### src/rtl/mtm_pkg.sv
// package of constants, modes and state for the measurement timer
package mtm_pkg;
  localparam int CNT_W = 24;
  localparam int ADDR_W = 8;
  localparam logic [CNT_W-1:0] CNT_ZERO = 24'h000000;
  localparam logic [CNT_W-1:0] CNT_ONE = 24'h000001;
  localparam logic [31:0] RD_ZERO = 32'h00000000;
  // ****************************************
  // register byte offsets
  // ****************************************
  localparam logic [ADDR_W-1:0] OFF_COUNTER = 8'h00;
  localparam logic [ADDR_W-1:0] OFF_CAP_PERIOD = 8'h04;
  localparam logic [ADDR_W-1:0] OFF_CAP_WIDTH = 8'h08;
  localparam logic [ADDR_W-1:0] OFF_PERIOD_LIMIT = 8'h0c;
  localparam logic [ADDR_W-1:0] OFF_CONTROL_A = 8'h10;
  localparam logic [ADDR_W-1:0] OFF_CONTROL_B = 8'h14;
  localparam logic [ADDR_W-1:0] OFF_STATUS = 8'h18;
  localparam logic [ADDR_W-1:0] OFF_FLAGS = 8'h1c;
  localparam logic [ADDR_W-1:0] OFF_IRQ_ENABLE = 8'h20;
  localparam logic [ADDR_W-1:0] OFF_CLOCK_SEL = 8'h24;
  // ****************************************
  // field positions and masks
  // ****************************************
  localparam int CA_PS_LO = 0;
  localparam int CA_CLOCK_POLARITY = 2;
  localparam int CA_SIGNAL_POLARITY = 3;
  localparam int CA_WINDOW_POLARITY = 4;
  localparam int CA_STP = 5;
  localparam int CA_EN = 7;
  localparam logic [7:0] CA_MASK = 8'hbf;
  localparam int CB_MODE_LO = 0;
  localparam int CB_REPEAT = 6;
  localparam int CB_GO = 7;
  localparam logic [7:0] CB_MASK = 8'hcf;
  localparam int ST_AS = 0;
  localparam int ST_WS = 1;
  localparam int ST_TS = 2;
  localparam int ST_RST = 4;
  localparam int ST_WIDTH_UPDATE_REQUEST = 6;
  localparam int ST_PERIOD_UPDATE_REQUEST = 7;
  localparam int FL_WIDTH = 0;
  localparam int FL_PERIOD = 1;
  localparam int FL_MATCH = 2;
  localparam logic [2:0] PRE_DIV1 = 3'h0;
  localparam logic [2:0] PRE_DIV2 = 3'h1;
  localparam logic [2:0] PRE_DIV4 = 3'h3;
  localparam logic [2:0] PRE_DIV8 = 3'h7;
  // operating modes, codes 11 to 15 unused
  typedef enum logic [3:0] {
    MODE_TIMER, MODE_GATED_TIMER, MODE_PERIOD_DUTY, MODE_HIGH_LOW, MODE_WIN_MEASURE,
    MODE_GATED_WIN, MODE_TIME_OF_FLIGHT, MODE_CAPTURE, MODE_COUNTER, MODE_GATED_CNT, MODE_WIN_CNT
  } mtm_mode_e;
  // whole state of the timer
  typedef struct packed {
    logic [CNT_W-1:0] cnt;
    logic [CNT_W-1:0] cpr;
    logic [CNT_W-1:0] cpw;
    logic [CNT_W-1:0] pr;
    logic [7:0] ctrl_a;
    logic [7:0] ctrl_b;
    logic clk_sel;
    logic [2:0] flags;
    logic [2:0] irq_en;
    logic [2:0] irq;
    logic [2:0] pre_cnt;
    logic clk_prev;
    logic tick;
    logic sig_prev;
    logic win_prev;
    logic armed;
    logic [31:0] prdata;
    logic pready;
    logic pslverr;
  } mtm_state_s;
  // last prescaler count for a prescale code
  function automatic logic [2:0] mtm_pre_limit(input logic [1:0] ps);
    logic [2:0] lim;
    lim = PRE_DIV1;
    case (ps)
      2'h1: lim = PRE_DIV2;
      2'h2: lim = PRE_DIV4;
      2'h3: lim = PRE_DIV8;
      default: lim = PRE_DIV1;
    endcase
    return lim;
  endfunction
endpackage

### src/rtl/mtm_input_sync.sv
// two-stage synchroniser advanced by the prescaled timer clock, or by every bus clock in counter mode
`timescale 1ns/1ns
`default_nettype none
module mtm_input_sync
(
  // clock and reset
  input wire logic clk,
  input wire logic rst_n,
  // advance strobe and level
  input wire logic adv,
  input wire logic din,
  output logic q
);
  typedef struct packed {
    logic ff1;
    logic ff2;
  } mtm_sync_s;
  mtm_sync_s s_r;
  mtm_sync_s s_nxt;
  // both stages move only on the adv strobe, so the lag is in timer ticks, or in bus clocks in counter mode
  always_comb
  begin
    s_nxt = s_r;
    if (adv)
    begin
      s_nxt.ff1 = din;
      s_nxt.ff2 = s_r.ff1;
    end
  end
  // state register
  always_ff @(posedge clk or negedge rst_n)
  begin
    if (!rst_n)
      s_r <= '0;
    else
      s_r <= s_nxt;
  end
  assign q = s_r.ff2;
endmodule
`default_nettype wire

### src/rtl/mtm_measurement_timer.sv
// measurement timer core with apb register file
//
// The APB register port and the address map are this design's own decisions.
`timescale 1ns/1ns
`default_nettype none
// What this block does
// - status request bits copy the counter into captured width or captured period
// - run status follows go, lagging through the synchroniser except in counter mode
// - signal status shows polarity-corrected signal level while run status is set, zero otherwise
// - window status shows polarity-corrected window level while run status is set, zero otherwise
// - single acquisition stops counting and clears go, except in timer mode, counter mode and unused codes; repeat keeps acquiring
// - timer mode counts every timer tick while go is set, no captures
// - counter equal to period limit sets period match flag and resets counter, except in capture mode or with stop-at-period
// - gated timer counts while signal high, captures width on signal fall
// - period-duty: fall captures width, rise captures period and loads one
// - period-duty single acquisition clears go on the completing signal rise
// - high-low: start on rise, fall captures width, next rise captures period
// - windowed measure: start on window rise, later rises capture period and restart
// - gated window: count while signal high, later window rises capture period
// - time of flight: window rise starts, signal rise captures period, double window width
// - capture mode counts from go, window edges capture, hardware never resets counter
// - counter mode counts signal pulses at bus clock rate, window fall captures width
// - gated counter counts pulses from window rise, window fall captures width
// - windowed counter: window fall captures width, later window rises capture period
// - three sticky flags with individual enables drive three interrupt lines
// - keeps running in sleep unless clocked from the stopped system clock outside counter mode
// - outside capture mode, stop-at-period holds the counter at the limit, otherwise wraps to zero
// - status reset bit clears the counter; software writes it and it reads back as zero
// - separate polarity bits invert clock, signal and window inputs
// - prescaled clock drives counter and every input synchroniser except in counter mode, where they run at bus clock rate
module mtm_measurement_timer
  import mtm_pkg::*;
(
  // clock and reset
  input wire logic pclk,
  input wire logic presetn,
  // apb slave
  input wire logic [ADDR_W-1:0] paddr,
  input wire logic psel,
  input wire logic penable,
  input wire logic pwrite,
  input wire logic [31:0] pwdata,
  output logic [31:0] prdata,
  output logic pready,
  output logic pslverr,
  // measured inputs
  input wire logic ext_clk,
  input wire logic signal_in,
  input wire logic window_in,
  input wire logic sleep_req,
  // interrupt lines
  output logic width_acquired_irq,
  output logic period_acquired_irq,
  output logic period_match_irq
);
  mtm_state_s s_r;
  mtm_state_s s_nxt;
  logic [2:0] sync_in;
  logic [2:0] sync_q;
  logic step, run, run_st, sv, wv, s_rise, s_fall, w_rise, w_fall;
  logic inc, cap_w, cap_p, restart, load1, done, arm, disarm, match, sw_cnt;
  logic setup, acc, wr, src_edge, is_counter;
  logic [2:0] fl_set, fl_clr;
  logic [31:0] rd_val;
  mtm_mode_e mode;

  // address decode for the error answer; the read mux decodes the address on its own
  function automatic logic reg_ok(input logic [ADDR_W-1:0] a);
    logic ok;
    ok = 1'b0;
    if (a == OFF_COUNTER) ok = 1'b1;
    else if (a == OFF_CAP_PERIOD) ok = 1'b1;
    else if (a == OFF_CAP_WIDTH) ok = 1'b1;
    else if (a == OFF_PERIOD_LIMIT) ok = 1'b1;
    else if (a == OFF_CONTROL_A) ok = 1'b1;
    else if (a == OFF_CONTROL_B) ok = 1'b1;
    else if (a == OFF_STATUS) ok = 1'b1;
    else if (a == OFF_FLAGS) ok = 1'b1;
    else if (a == OFF_IRQ_ENABLE) ok = 1'b1;
    else if (a == OFF_CLOCK_SEL) ok = 1'b1;
    return ok;
  endfunction

  // ****************************************
  // input synchronisers
  // ****************************************
  // counter mode runs its inputs at bus clock rate, others on the timer tick
  assign mode = mtm_mode_e'(s_r.ctrl_b[CB_MODE_LO +: 4]);
  assign is_counter = (mode == MODE_COUNTER);
  assign step = is_counter | s_r.tick;
  assign sync_in[0] = signal_in ^ s_r.ctrl_a[CA_SIGNAL_POLARITY];
  assign sync_in[1] = window_in ^ s_r.ctrl_a[CA_WINDOW_POLARITY];
  assign sync_in[2] = s_r.ctrl_b[CB_GO];
  generate
    for (genvar i = 0; i < 3; i++)
    begin : g_sync
      mtm_input_sync u_sync
      (
        .clk(pclk),
        .rst_n(presetn),
        .adv(step),
        .din(sync_in[i]),
        .q(sync_q[i])
      );
    end
  endgenerate
  // edges are judged on the same tick that moves the synchronisers
  assign sv = sync_q[0];
  assign wv = sync_q[1];
  assign run_st = is_counter ? s_r.ctrl_b[CB_GO] : sync_q[2];
  assign run = s_r.ctrl_a[CA_EN] & run_st & s_r.ctrl_b[CB_GO]; // go gates at once so a finished run stops
  assign s_rise = sv & ~s_r.sig_prev;
  assign s_fall = ~sv & s_r.sig_prev;
  assign w_rise = wv & ~s_r.win_prev;
  assign w_fall = ~wv & s_r.win_prev;
  // system clock source counts as stopped in sleep
  assign src_edge = s_r.clk_sel ? ((ext_clk ^ s_r.ctrl_a[CA_CLOCK_POLARITY]) & ~s_r.clk_prev) : ~sleep_req;

  // ****************************************
  // apb strobes
  // ****************************************
  assign setup = psel & ~penable;
  assign acc = psel & penable & s_r.pready;
  assign wr = acc & pwrite;

  // read mux, sampled in the setup cycle
  always_comb
  begin
    rd_val = RD_ZERO;
    if (paddr == OFF_COUNTER) rd_val = {8'h00, s_r.cnt};
    else if (paddr == OFF_CAP_PERIOD) rd_val = {8'h00, s_r.cpr};
    else if (paddr == OFF_CAP_WIDTH) rd_val = {8'h00, s_r.cpw};
    else if (paddr == OFF_PERIOD_LIMIT) rd_val = {8'h00, s_r.pr};
    else if (paddr == OFF_CONTROL_A) rd_val = {24'h000000, s_r.ctrl_a};
    else if (paddr == OFF_CONTROL_B) rd_val = {24'h000000, s_r.ctrl_b};
    else if (paddr == OFF_STATUS) rd_val = {29'h00000000, run_st, wv & run_st, sv & run_st};
    else if (paddr == OFF_FLAGS) rd_val = {29'h00000000, s_r.flags};
    else if (paddr == OFF_IRQ_ENABLE) rd_val = {29'h00000000, s_r.irq_en};
    else if (paddr == OFF_CLOCK_SEL) rd_val = {31'h00000000, s_r.clk_sel};
  end

  // ****************************************
  // mode sequencing
  // ****************************************
  // decides per tick what the counter and capture registers do
  always_comb
  begin
    inc = 1'b0;
    cap_w = 1'b0;
    cap_p = 1'b0;
    restart = 1'b0;
    load1 = 1'b0;
    done = 1'b0;
    arm = 1'b0;
    disarm = 1'b0;
    if (step & run)
    begin
      case (mode)
        MODE_GATED_TIMER:
        begin
          inc = sv;
          cap_w = s_fall;
          done = s_fall;
        end
        MODE_PERIOD_DUTY:
        begin
          inc = s_r.armed;
          cap_w = s_fall & s_r.armed;
          cap_p = s_rise & s_r.armed;
          restart = s_rise; // arming rise too, else first width is stale
          load1 = s_rise;
          done = cap_p;
          arm = s_rise;
        end
        MODE_HIGH_LOW:
        begin
          inc = s_r.armed;
          cap_w = s_fall & s_r.armed;
          cap_p = s_rise & s_r.armed;
          restart = cap_w | cap_p;
          done = cap_p;
          arm = s_rise;
        end
        MODE_WIN_MEASURE, MODE_GATED_WIN:
        begin
          inc = s_r.armed & ((mode == MODE_WIN_MEASURE) | sv);
          cap_p = w_rise & s_r.armed;
          restart = cap_p;
          done = cap_p;
          arm = w_rise;
        end
        MODE_TIME_OF_FLIGHT:
        begin
          inc = s_r.armed;
          if (s_rise & s_r.armed)
          begin
            cap_p = 1'b1;
            restart = 1'b1;
            done = 1'b1;
            disarm = 1'b1;
          end
          else if (w_rise)
          begin
            cap_w = s_r.armed;
            restart = s_r.armed;
            arm = 1'b1;
          end
        end
        MODE_CAPTURE:
        begin
          inc = 1'b1;
          cap_p = w_rise;
          cap_w = w_fall;
          done = w_fall;
        end
        MODE_COUNTER:
        begin
          inc = s_rise;
          cap_w = w_fall;
        end
        MODE_GATED_CNT:
        begin
          inc = s_r.armed & s_rise;
          cap_w = w_fall & s_r.armed;
          done = cap_w;
          disarm = cap_w;
          arm = w_rise;
        end
        MODE_WIN_CNT:
        begin
          inc = s_r.armed & s_rise;
          cap_w = w_fall & s_r.armed;
          cap_p = w_rise & s_r.armed;
          restart = cap_p;
          done = cap_w;
          arm = w_rise;
        end
        default:
          inc = 1'b1;
      endcase
    end
  end

  // ****************************************
  // next state
  // ****************************************
  // software writes are applied after hardware so they take precedence, except flag clears, which lose to a new event
  always_comb
  begin
    s_nxt = s_r;
    match = 1'b0;
    sw_cnt = wr & ((paddr == OFF_COUNTER) | ((paddr == OFF_STATUS) & pwdata[ST_RST]));
    fl_clr = 3'h0;
    // prescaler producing the timer tick
    s_nxt.clk_prev = ext_clk ^ s_r.ctrl_a[CA_CLOCK_POLARITY];
    s_nxt.tick = 1'b0;
    if (src_edge)
    begin
      if (s_r.pre_cnt >= mtm_pre_limit(s_r.ctrl_a[CA_PS_LO +: 2]))
      begin
        s_nxt.pre_cnt = PRE_DIV1;
        s_nxt.tick = 1'b1;
      end
      else
        s_nxt.pre_cnt = s_r.pre_cnt + 3'h1;
    end
    if (step)
    begin
      s_nxt.sig_prev = sv;
      s_nxt.win_prev = wv;
    end
    // arming for modes that wait for a first edge
    if (!run)
      s_nxt.armed = 1'b0;
    else if (disarm)
      s_nxt.armed = 1'b0;
    else if (arm)
      s_nxt.armed = 1'b1;
    // counter update
    if (restart)
      s_nxt.cnt = load1 ? CNT_ONE : CNT_ZERO;
    else if (inc)
    begin
      if (s_r.cnt == s_r.pr)
      begin
        match = 1'b1;
        if (mode == MODE_CAPTURE)
          s_nxt.cnt = s_r.cnt + CNT_ONE;
        else if (s_r.ctrl_a[CA_STP])
          s_nxt.cnt = s_r.pr;
        else
          s_nxt.cnt = CNT_ZERO;
      end
      else
        s_nxt.cnt = s_r.cnt + CNT_ONE;
    end
    if (cap_w | (wr & (paddr == OFF_STATUS) & pwdata[ST_WIDTH_UPDATE_REQUEST]))
      s_nxt.cpw = s_r.cnt;
    if (cap_p | (wr & (paddr == OFF_STATUS) & pwdata[ST_PERIOD_UPDATE_REQUEST]))
      s_nxt.cpr = s_r.cnt;
    // single acquisition ends the run
    if (done & ~s_r.ctrl_b[CB_REPEAT])
      s_nxt.ctrl_b[CB_GO] = 1'b0;
    // register writes
    if (wr)
    begin
      if (paddr == OFF_COUNTER) s_nxt.cnt = pwdata[CNT_W-1:0];
      else if (paddr == OFF_PERIOD_LIMIT) s_nxt.pr = pwdata[CNT_W-1:0];
      else if (paddr == OFF_CONTROL_A) s_nxt.ctrl_a = pwdata[7:0] & CA_MASK;
      else if (paddr == OFF_CONTROL_B) s_nxt.ctrl_b = pwdata[7:0] & CB_MASK;
      else if (paddr == OFF_STATUS)
      begin
        if (pwdata[ST_RST]) s_nxt.cnt = CNT_ZERO;
      end
      else if (paddr == OFF_FLAGS) fl_clr = pwdata[2:0];
      else if (paddr == OFF_IRQ_ENABLE) s_nxt.irq_en = pwdata[2:0];
      else if (paddr == OFF_CLOCK_SEL) s_nxt.clk_sel = pwdata[0];
    end
    // sticky flags, a new event beats a clear in the same cycle
    fl_set = {match, cap_p, cap_w};
    s_nxt.flags = (s_r.flags & ~fl_clr) | fl_set;
    s_nxt.irq = s_r.flags & s_r.irq_en;
    // apb answer: ready in the first access cycle
    s_nxt.pready = setup;
    s_nxt.pslverr = setup & ~reg_ok(paddr);
    if (setup)
      s_nxt.prdata = rd_val;
  end

  // state register
  always_ff @(posedge pclk or negedge presetn)
  begin
    if (!presetn)
      s_r <= '0;
    else
      s_r <= s_nxt;
  end

  // outputs straight from the state register
  assign prdata = s_r.prdata;
  assign pready = s_r.pready;
  assign pslverr = s_r.pslverr;
  assign width_acquired_irq = s_r.irq[FL_WIDTH];
  assign period_acquired_irq = s_r.irq[FL_PERIOD];
  assign period_match_irq = s_r.irq[FL_MATCH];
endmodule
`default_nettype wire

### config.mk
export PLATFORM = sky130hd
export DESIGN_NAME = mtm_measurement_timer
export DESIGN_NICKNAME = d
export VERILOG_FILES = /design/src/rtl/mtm_pkg.sv /design/src/rtl/mtm_input_sync.sv /design/src/rtl/mtm_measurement_timer.sv
export SDC_FILE = /design/constraint.sdc
export NUM_CORES = 1
export LEC_CHECK = 0
export ABC_AREA = 0
export BUFFER_PORTS_ARGS = -buffer_cell sky130_fd_sc_hd__buf_2
export CAP_MARGIN = 20
export CORE_ASPECT_RATIO = 1.75
export CORE_MARGIN = 1.5
export CORE_UTILIZATION = 65
export CTS_BUF_LIST = sky130_fd_sc_hd__clkbuf_2
export CTS_CLUSTER_SIZE = 20
export DETAILED_ROUTE_END_ITERATION = 8
export GPL_ROUTABILITY_DRIVEN = 1
export GPL_TIMING_DRIVEN = 0
export PLACE_DENSITY = 0.94
export SLEW_MARGIN = 25
export SYNTH_ARGS = -nofsm -noshare
export SYNTH_HDL_FRONTEND = slang
export SYNTH_SLANG_ARGS = --single-unit
export TNS_END_PERCENT = 1
### constraint.sdc
create_clock -name pclk -period 7.4 [get_ports pclk]
set_clock_uncertainty 0.2 [all_clocks]
set_input_delay 1.11 -clock pclk [delete_from_list [all_inputs] [get_ports pclk]]
set_output_delay 1.11 -clock pclk [all_outputs]
set_load 0.05 [all_outputs]
Word-level counts from Yosys, hierarchy flattened
Index checks and enable logic that the tools add are counted.

Register bits: 167. Bits of input ports: 49. Output and inout port bits: 37. Word-level logic and storage cells: 204.

$add $sub $neg: 2. $lt $le $gt $ge: 1. Equality and inequality tests: 24. Multiplexer cells: 86. Bitwise gates (word level): 52. Reductions and logical operators: 13.

Operators by type and width (count): 24-bit two-way mux (14); 32-bit two-way mux (2); 1-bit two-way mux (43); 3-bit two-way mux (12); 9-bit two-way mux (4); 8-bit by 5-bit equality test with 1-bit output, second input constant (4); 24-bit by 1-bit adder with 24-bit output, second input constant (1); 1-bit AND (24); 24-bit equality test (1); 8-bit two-way mux (3); 4-bit by 3-bit equality test with 1-bit output, second input constant (4); 8-bit by 4-bit equality test with 1-bit output, second input constant (2); 8-bit by 6-bit equality test with 1-bit output, second input constant (2); 1-bit inverter (16); 4-bit equality test, second input constant (3); 1-bit case mux with 5 select lines (2); 3-bit case mux with 3 select lines (1); 9-bit AND reduction (1); 4-bit by 2-bit equality test with 1-bit output, second input constant (2); 8-bit by 3-bit equality test with 1-bit output, second input constant (1); 8-bit logical NOT (1); 1-bit case mux with 4 select lines (2); 8-bit AND reduction (1); 2-bit OR reduction (4); 19 further kinds (28).

Longest topological paths before layout
Depth in word-level cells: 15. Depth in mapped cells: 11. Depth with buffers taken out: 8.

Modules after synthesis
From an unflattened synthesis, not the netlist that was laid out.

Cell total of the unflattened synthesis: 869. Area, all modules: 8859.7 um^2.

By module, submodules not included: mtm_measurement_timer (instances 1, cells an instance 857, area an instance 8642.0 um^2, sequential area each 3828.7 um^2); mtm_input_sync (instances 3, cells an instance 4, area an instance 72.6 um^2, sequential area each 50.0 um^2).

Worst setup path before layout
OpenSTA, ideal clock, no wires.

Kind: input -> register. Start point: input paddr[1]. End point: register s_r[100] (netlist name). Library setup time: 125 ps. Data arrival time: 2787 ps. Required time: 7075 ps. Setup slack: 4289 ps. Stages: 8. Path buffers: 3. Cell sequence: or2_1 clkbuf_1 or3_1 nor3_1 a21o_1 buf_2 buf_6 mux2_2.

Cells in the longest elaborated chain, start to end: 4.

RTL lines: from (decl) (RTL line mtm_measurement_timer.sv:38) `input wire logic [ADDR_W-1:0] paddr,`; 8-bit by 5-bit equality test with 1-bit output (RTL line mtm_measurement_timer.sv:297) `if (cap_w | (wr & (paddr == OFF_STATUS) & pwdata[ST_WIDTH_UPDATE_REQUEST]))`; 1-bit AND (2 in series) (RTL line mtm_measurement_timer.sv:297); 1-bit OR (RTL line mtm_measurement_timer.sv:297); to (signal assigned) (RTL line mtm_measurement_timer.sv:336) `s_r <= s_nxt;`; to (decl) (RTL line mtm_measurement_timer.sv:56) `mtm_state_s s_r;`.

Every way passes these cells. A chain may end at the register's enable or synchronous reset.

==> impl_metrics.yaml <==
power_and_ir_drop:
  pwr-share-seq_pct: 53.3
  powerDensity_nw_per_um2: 183.3
  switching_share_pct: 35.92
  intPower_mw: 1.156
  ir_worst_vdd_mv: 0.1438
  clkPwrFrac_pct: 26.7
  power_mw: 1.804
  power_switching_mw: 0.6479
  p_leak_nw: 4.670
  pwr-share-comb_pct: 20.0
critical_path:
  crit_chain: "buf_2, nor2b_1, o21ai_0, o22ai_1, o21a_1, clkbuf_1, o21ai_0, a22oi_1, o21ai_1"
  startpoint_type: "flop"
  cpMostUsedCell: "o21ai_0"
  max_stage_delay_ps: 500
  worstPathMaxFanout: 10
  path_class: "reg2reg"
  worst_ep_required_time_ps: 7870
  end_kind: "flop"
  path_buf_inv: 2
  crit_path_top_delay_cell: "clkbuf_1"
  cp.arrival_ps: 3490
  crit_family: "compound AO/OA/AOI/OAI gates"
timing:
  setup_slack_ps: 4376
  setup_tns_ps: 0
  slew-limit-headroom_pct: 42.21
  whs_ps: 322.2
  fin_crit_ps: 3024
  grt_setup_unrepaired: "false"
  setup_viol: 0
  maxSlewViolCount: 0
  tightest_slew_ps: 858.9
  hold_viol: 0
  fmax_mhz: 330.7
  fin_crit_sh_pct: 40.86
finish:
  syn2layout_area_growth_pct: 9.923
  drive_gt1_share_pct: 26.86
  finalNonFillerCells: 1184
  design_area_um2: 9841
  final_util_pct: 73.15
  fin_nets: 1050
clocking:
  htreeDepth: 4
  cts.sink_count: 159
  clock_latency_ps: 770
  ctsResizeCount: 0
  cts_setup_buffers: 0
  cts.reportedPaths.clkPinSlew_ps: 290
  root_buffer: "clkbuf_2"
  cts_buffer_depth: 2
  tritoncts: "done"
  cts_buffers: 17
place:
  place_ws_ps: 3609
  io_buffers: 68
  dp_cells: 1150
  gp_congestion: 0.9814
  dp_hpwl_um: 19200
  dpl_cell_area_um2: 9574
die:
  core_um2: 13450
  die_w_um: 91.72
  io_pins: 86
  rows: 56
  die_area_um2: 14510
  start_util_pct: 66.55
  die_h_um: 158.3
logic_synthesis:
  synthCells: 900
  ys_types: 71
  synth-edff-count: 0
  yosysWarnings: 0
  yosys-top-cells-area: "dfrtp_1 (44%), mux2_2 (10%), a22oi_1 (4.4%)"
  async_flop_share_pct: 100.0
  yosysTopAreaCellShare_pct: 44.44
  ys_seq_elements: 159
  synth_most_common_cell: "dfrtp_1"
  yosysSeqAreaShare_pct: 44.44
  yosysTopAreaCell: "dfrtp_1"
  synthFlopType: "dfrtp_1"
  syn_area_um2: 8952
  synth_common_cells: "dfrtp_1 (159), mux2_2 (82), nor2_1 (69)"
  syn_area_per_cell_um2: 9.947
route:
  met1_length_um: 8992
  top_layer: "met4"
  drt_iter0_markers: 884
  dr_wl_met3_um: 1855
  drc_errors: 0
  dr.pass1.iters: 7
  post_drt_wl_per_cell_um: 22.50
  num_vias: 7946
  viasPerCell: 6.711
  routed_wl_um: 26650
  drtAntennaViolNets: 0
  wl_met2_um: 13650
global_routing:
  grt_max_degree: 97
  grt_pass1_vias: 7827
  antenna_found_initial: 1
  grt_pass1_wl_um: 41370
  grt_overflow: 0
  grt.total_usage_pct: 37.86
hold_path:
  min_path_type: "reg2reg"
job:
  cap_violations: 0
run_status:
  status: "complete, no violations"
==> power groups by stage <==
stage,Sequential [mW],Combinational (mW),Clock (mW)
floorplan,0.958,0.255,0
global placement,0.974,0.346,0
detailed placement,0.975,0.354,0
CTS,0.961,0.356,0.489
global route,0.969,0.391,0.523
finish,0.962,0.360,0.481
==> flip-flops by register name (all words and copies together) (netlist names) <==
signal	count
pready	1
g_sync.u_sync.q	3
g_sync.u_sync.s_r	3
pslverr	1
s_r	120
prdata	24
mode	4
period_acquired_irq	1
period_match_irq	1
width_acquired_irq	1
==> worst min-delay path, cell delays in order (launching register included) <==
cell and delay, ps:
dfrtp_1 400, nand2_1 50, o21ai_0 60
==> cells in the final DEF, fill, tap and decap left out, types with 26 or more instances in the layout <==
| cell type | count |
|---|---|
| a31oi_1 | 27 |
| a21oi_1 | 26 |
| xor2_1 | 29 |
| buf_4 | 37 |
| dfrtp_1 | 159 |
| o21ai_0 | 52 |
| clkbuf_1 | 29 |
| a22oi_1 | 52 |
| mux2_2 | 82 |
| buf_2 | 97 |
| nand2_1 | 66 |
| nor2_1 | 69 |
==> cell type report <==
| type | count | area, um^2 |
|---|---|---|
| clock buffers | 17 | 85.08 |
| flip-flops and latches | 159 | 3979 |
| diodes | 1 | 2.502 |
| well taps | 174 | 217.7 |
| repair buffers | 70 | 387.9 |
| fillers | 1016 | 3612 |
| clock inverters | 15 | 162.7 |
| plain buffers | 102 | 598.1 |
| multi-input cells | 637 | 4374 |
| inverters | 9 | 33.78 |
==> timing repair <==
item | in CTS | in global routing
endpoints found under the hold margin | 23 | 0
setup endpoints to repair | 0 | 0
hold buffers | 1 | 0
==> final timing paths <==
path,from,end,slack [ps],cells past startpoint
worst max-delay path,mode[3],s_r[154],4380,9
worst min-delay path,g_sync[0].u_sync.s_r[1],g_sync[0].u_sync.s_r[1],320,2
worst max register to register,mode[3],s_r[154],4380,9
worst min register to register,g_sync[0].u_sync.s_r[1],g_sync[0].u_sync.s_r[1],320,2
max in group asynchronous,presetn,s_r[121],5510,3
min in group asynchronous,presetn,period_match_irq,620,2
==> routing by layer <==
layer / global-route usage [%] / vias to the layer above
li1: - / 3487
met1: 39.90 / 3800
met2: 66.60 / 488
met3: 7.832 / 171
met4: 27.62 / 0
met5: 0 / -
==> kinds of logic after synthesis <==
| kind of cell | count (synthesis) | share of synthesized area [%] |
|---|---|---|
| AO/OA/AOI/OAI | 257 | 19.36 |
| AND/OR/NAND/NOR | 241 | 13.46 |
| flip-flops | 159 | 44.44 |
| buffers and inverters | 111 | 7.058 |
| multiplexers | 95 | 11.91 |
| XOR/XNOR | 31 | 3.033 |
| adder cells (fa/ha/maj) | 5 | 0.6988 |
| other | 1 | 0.04189 |
(Power assumes the default switching activity.)
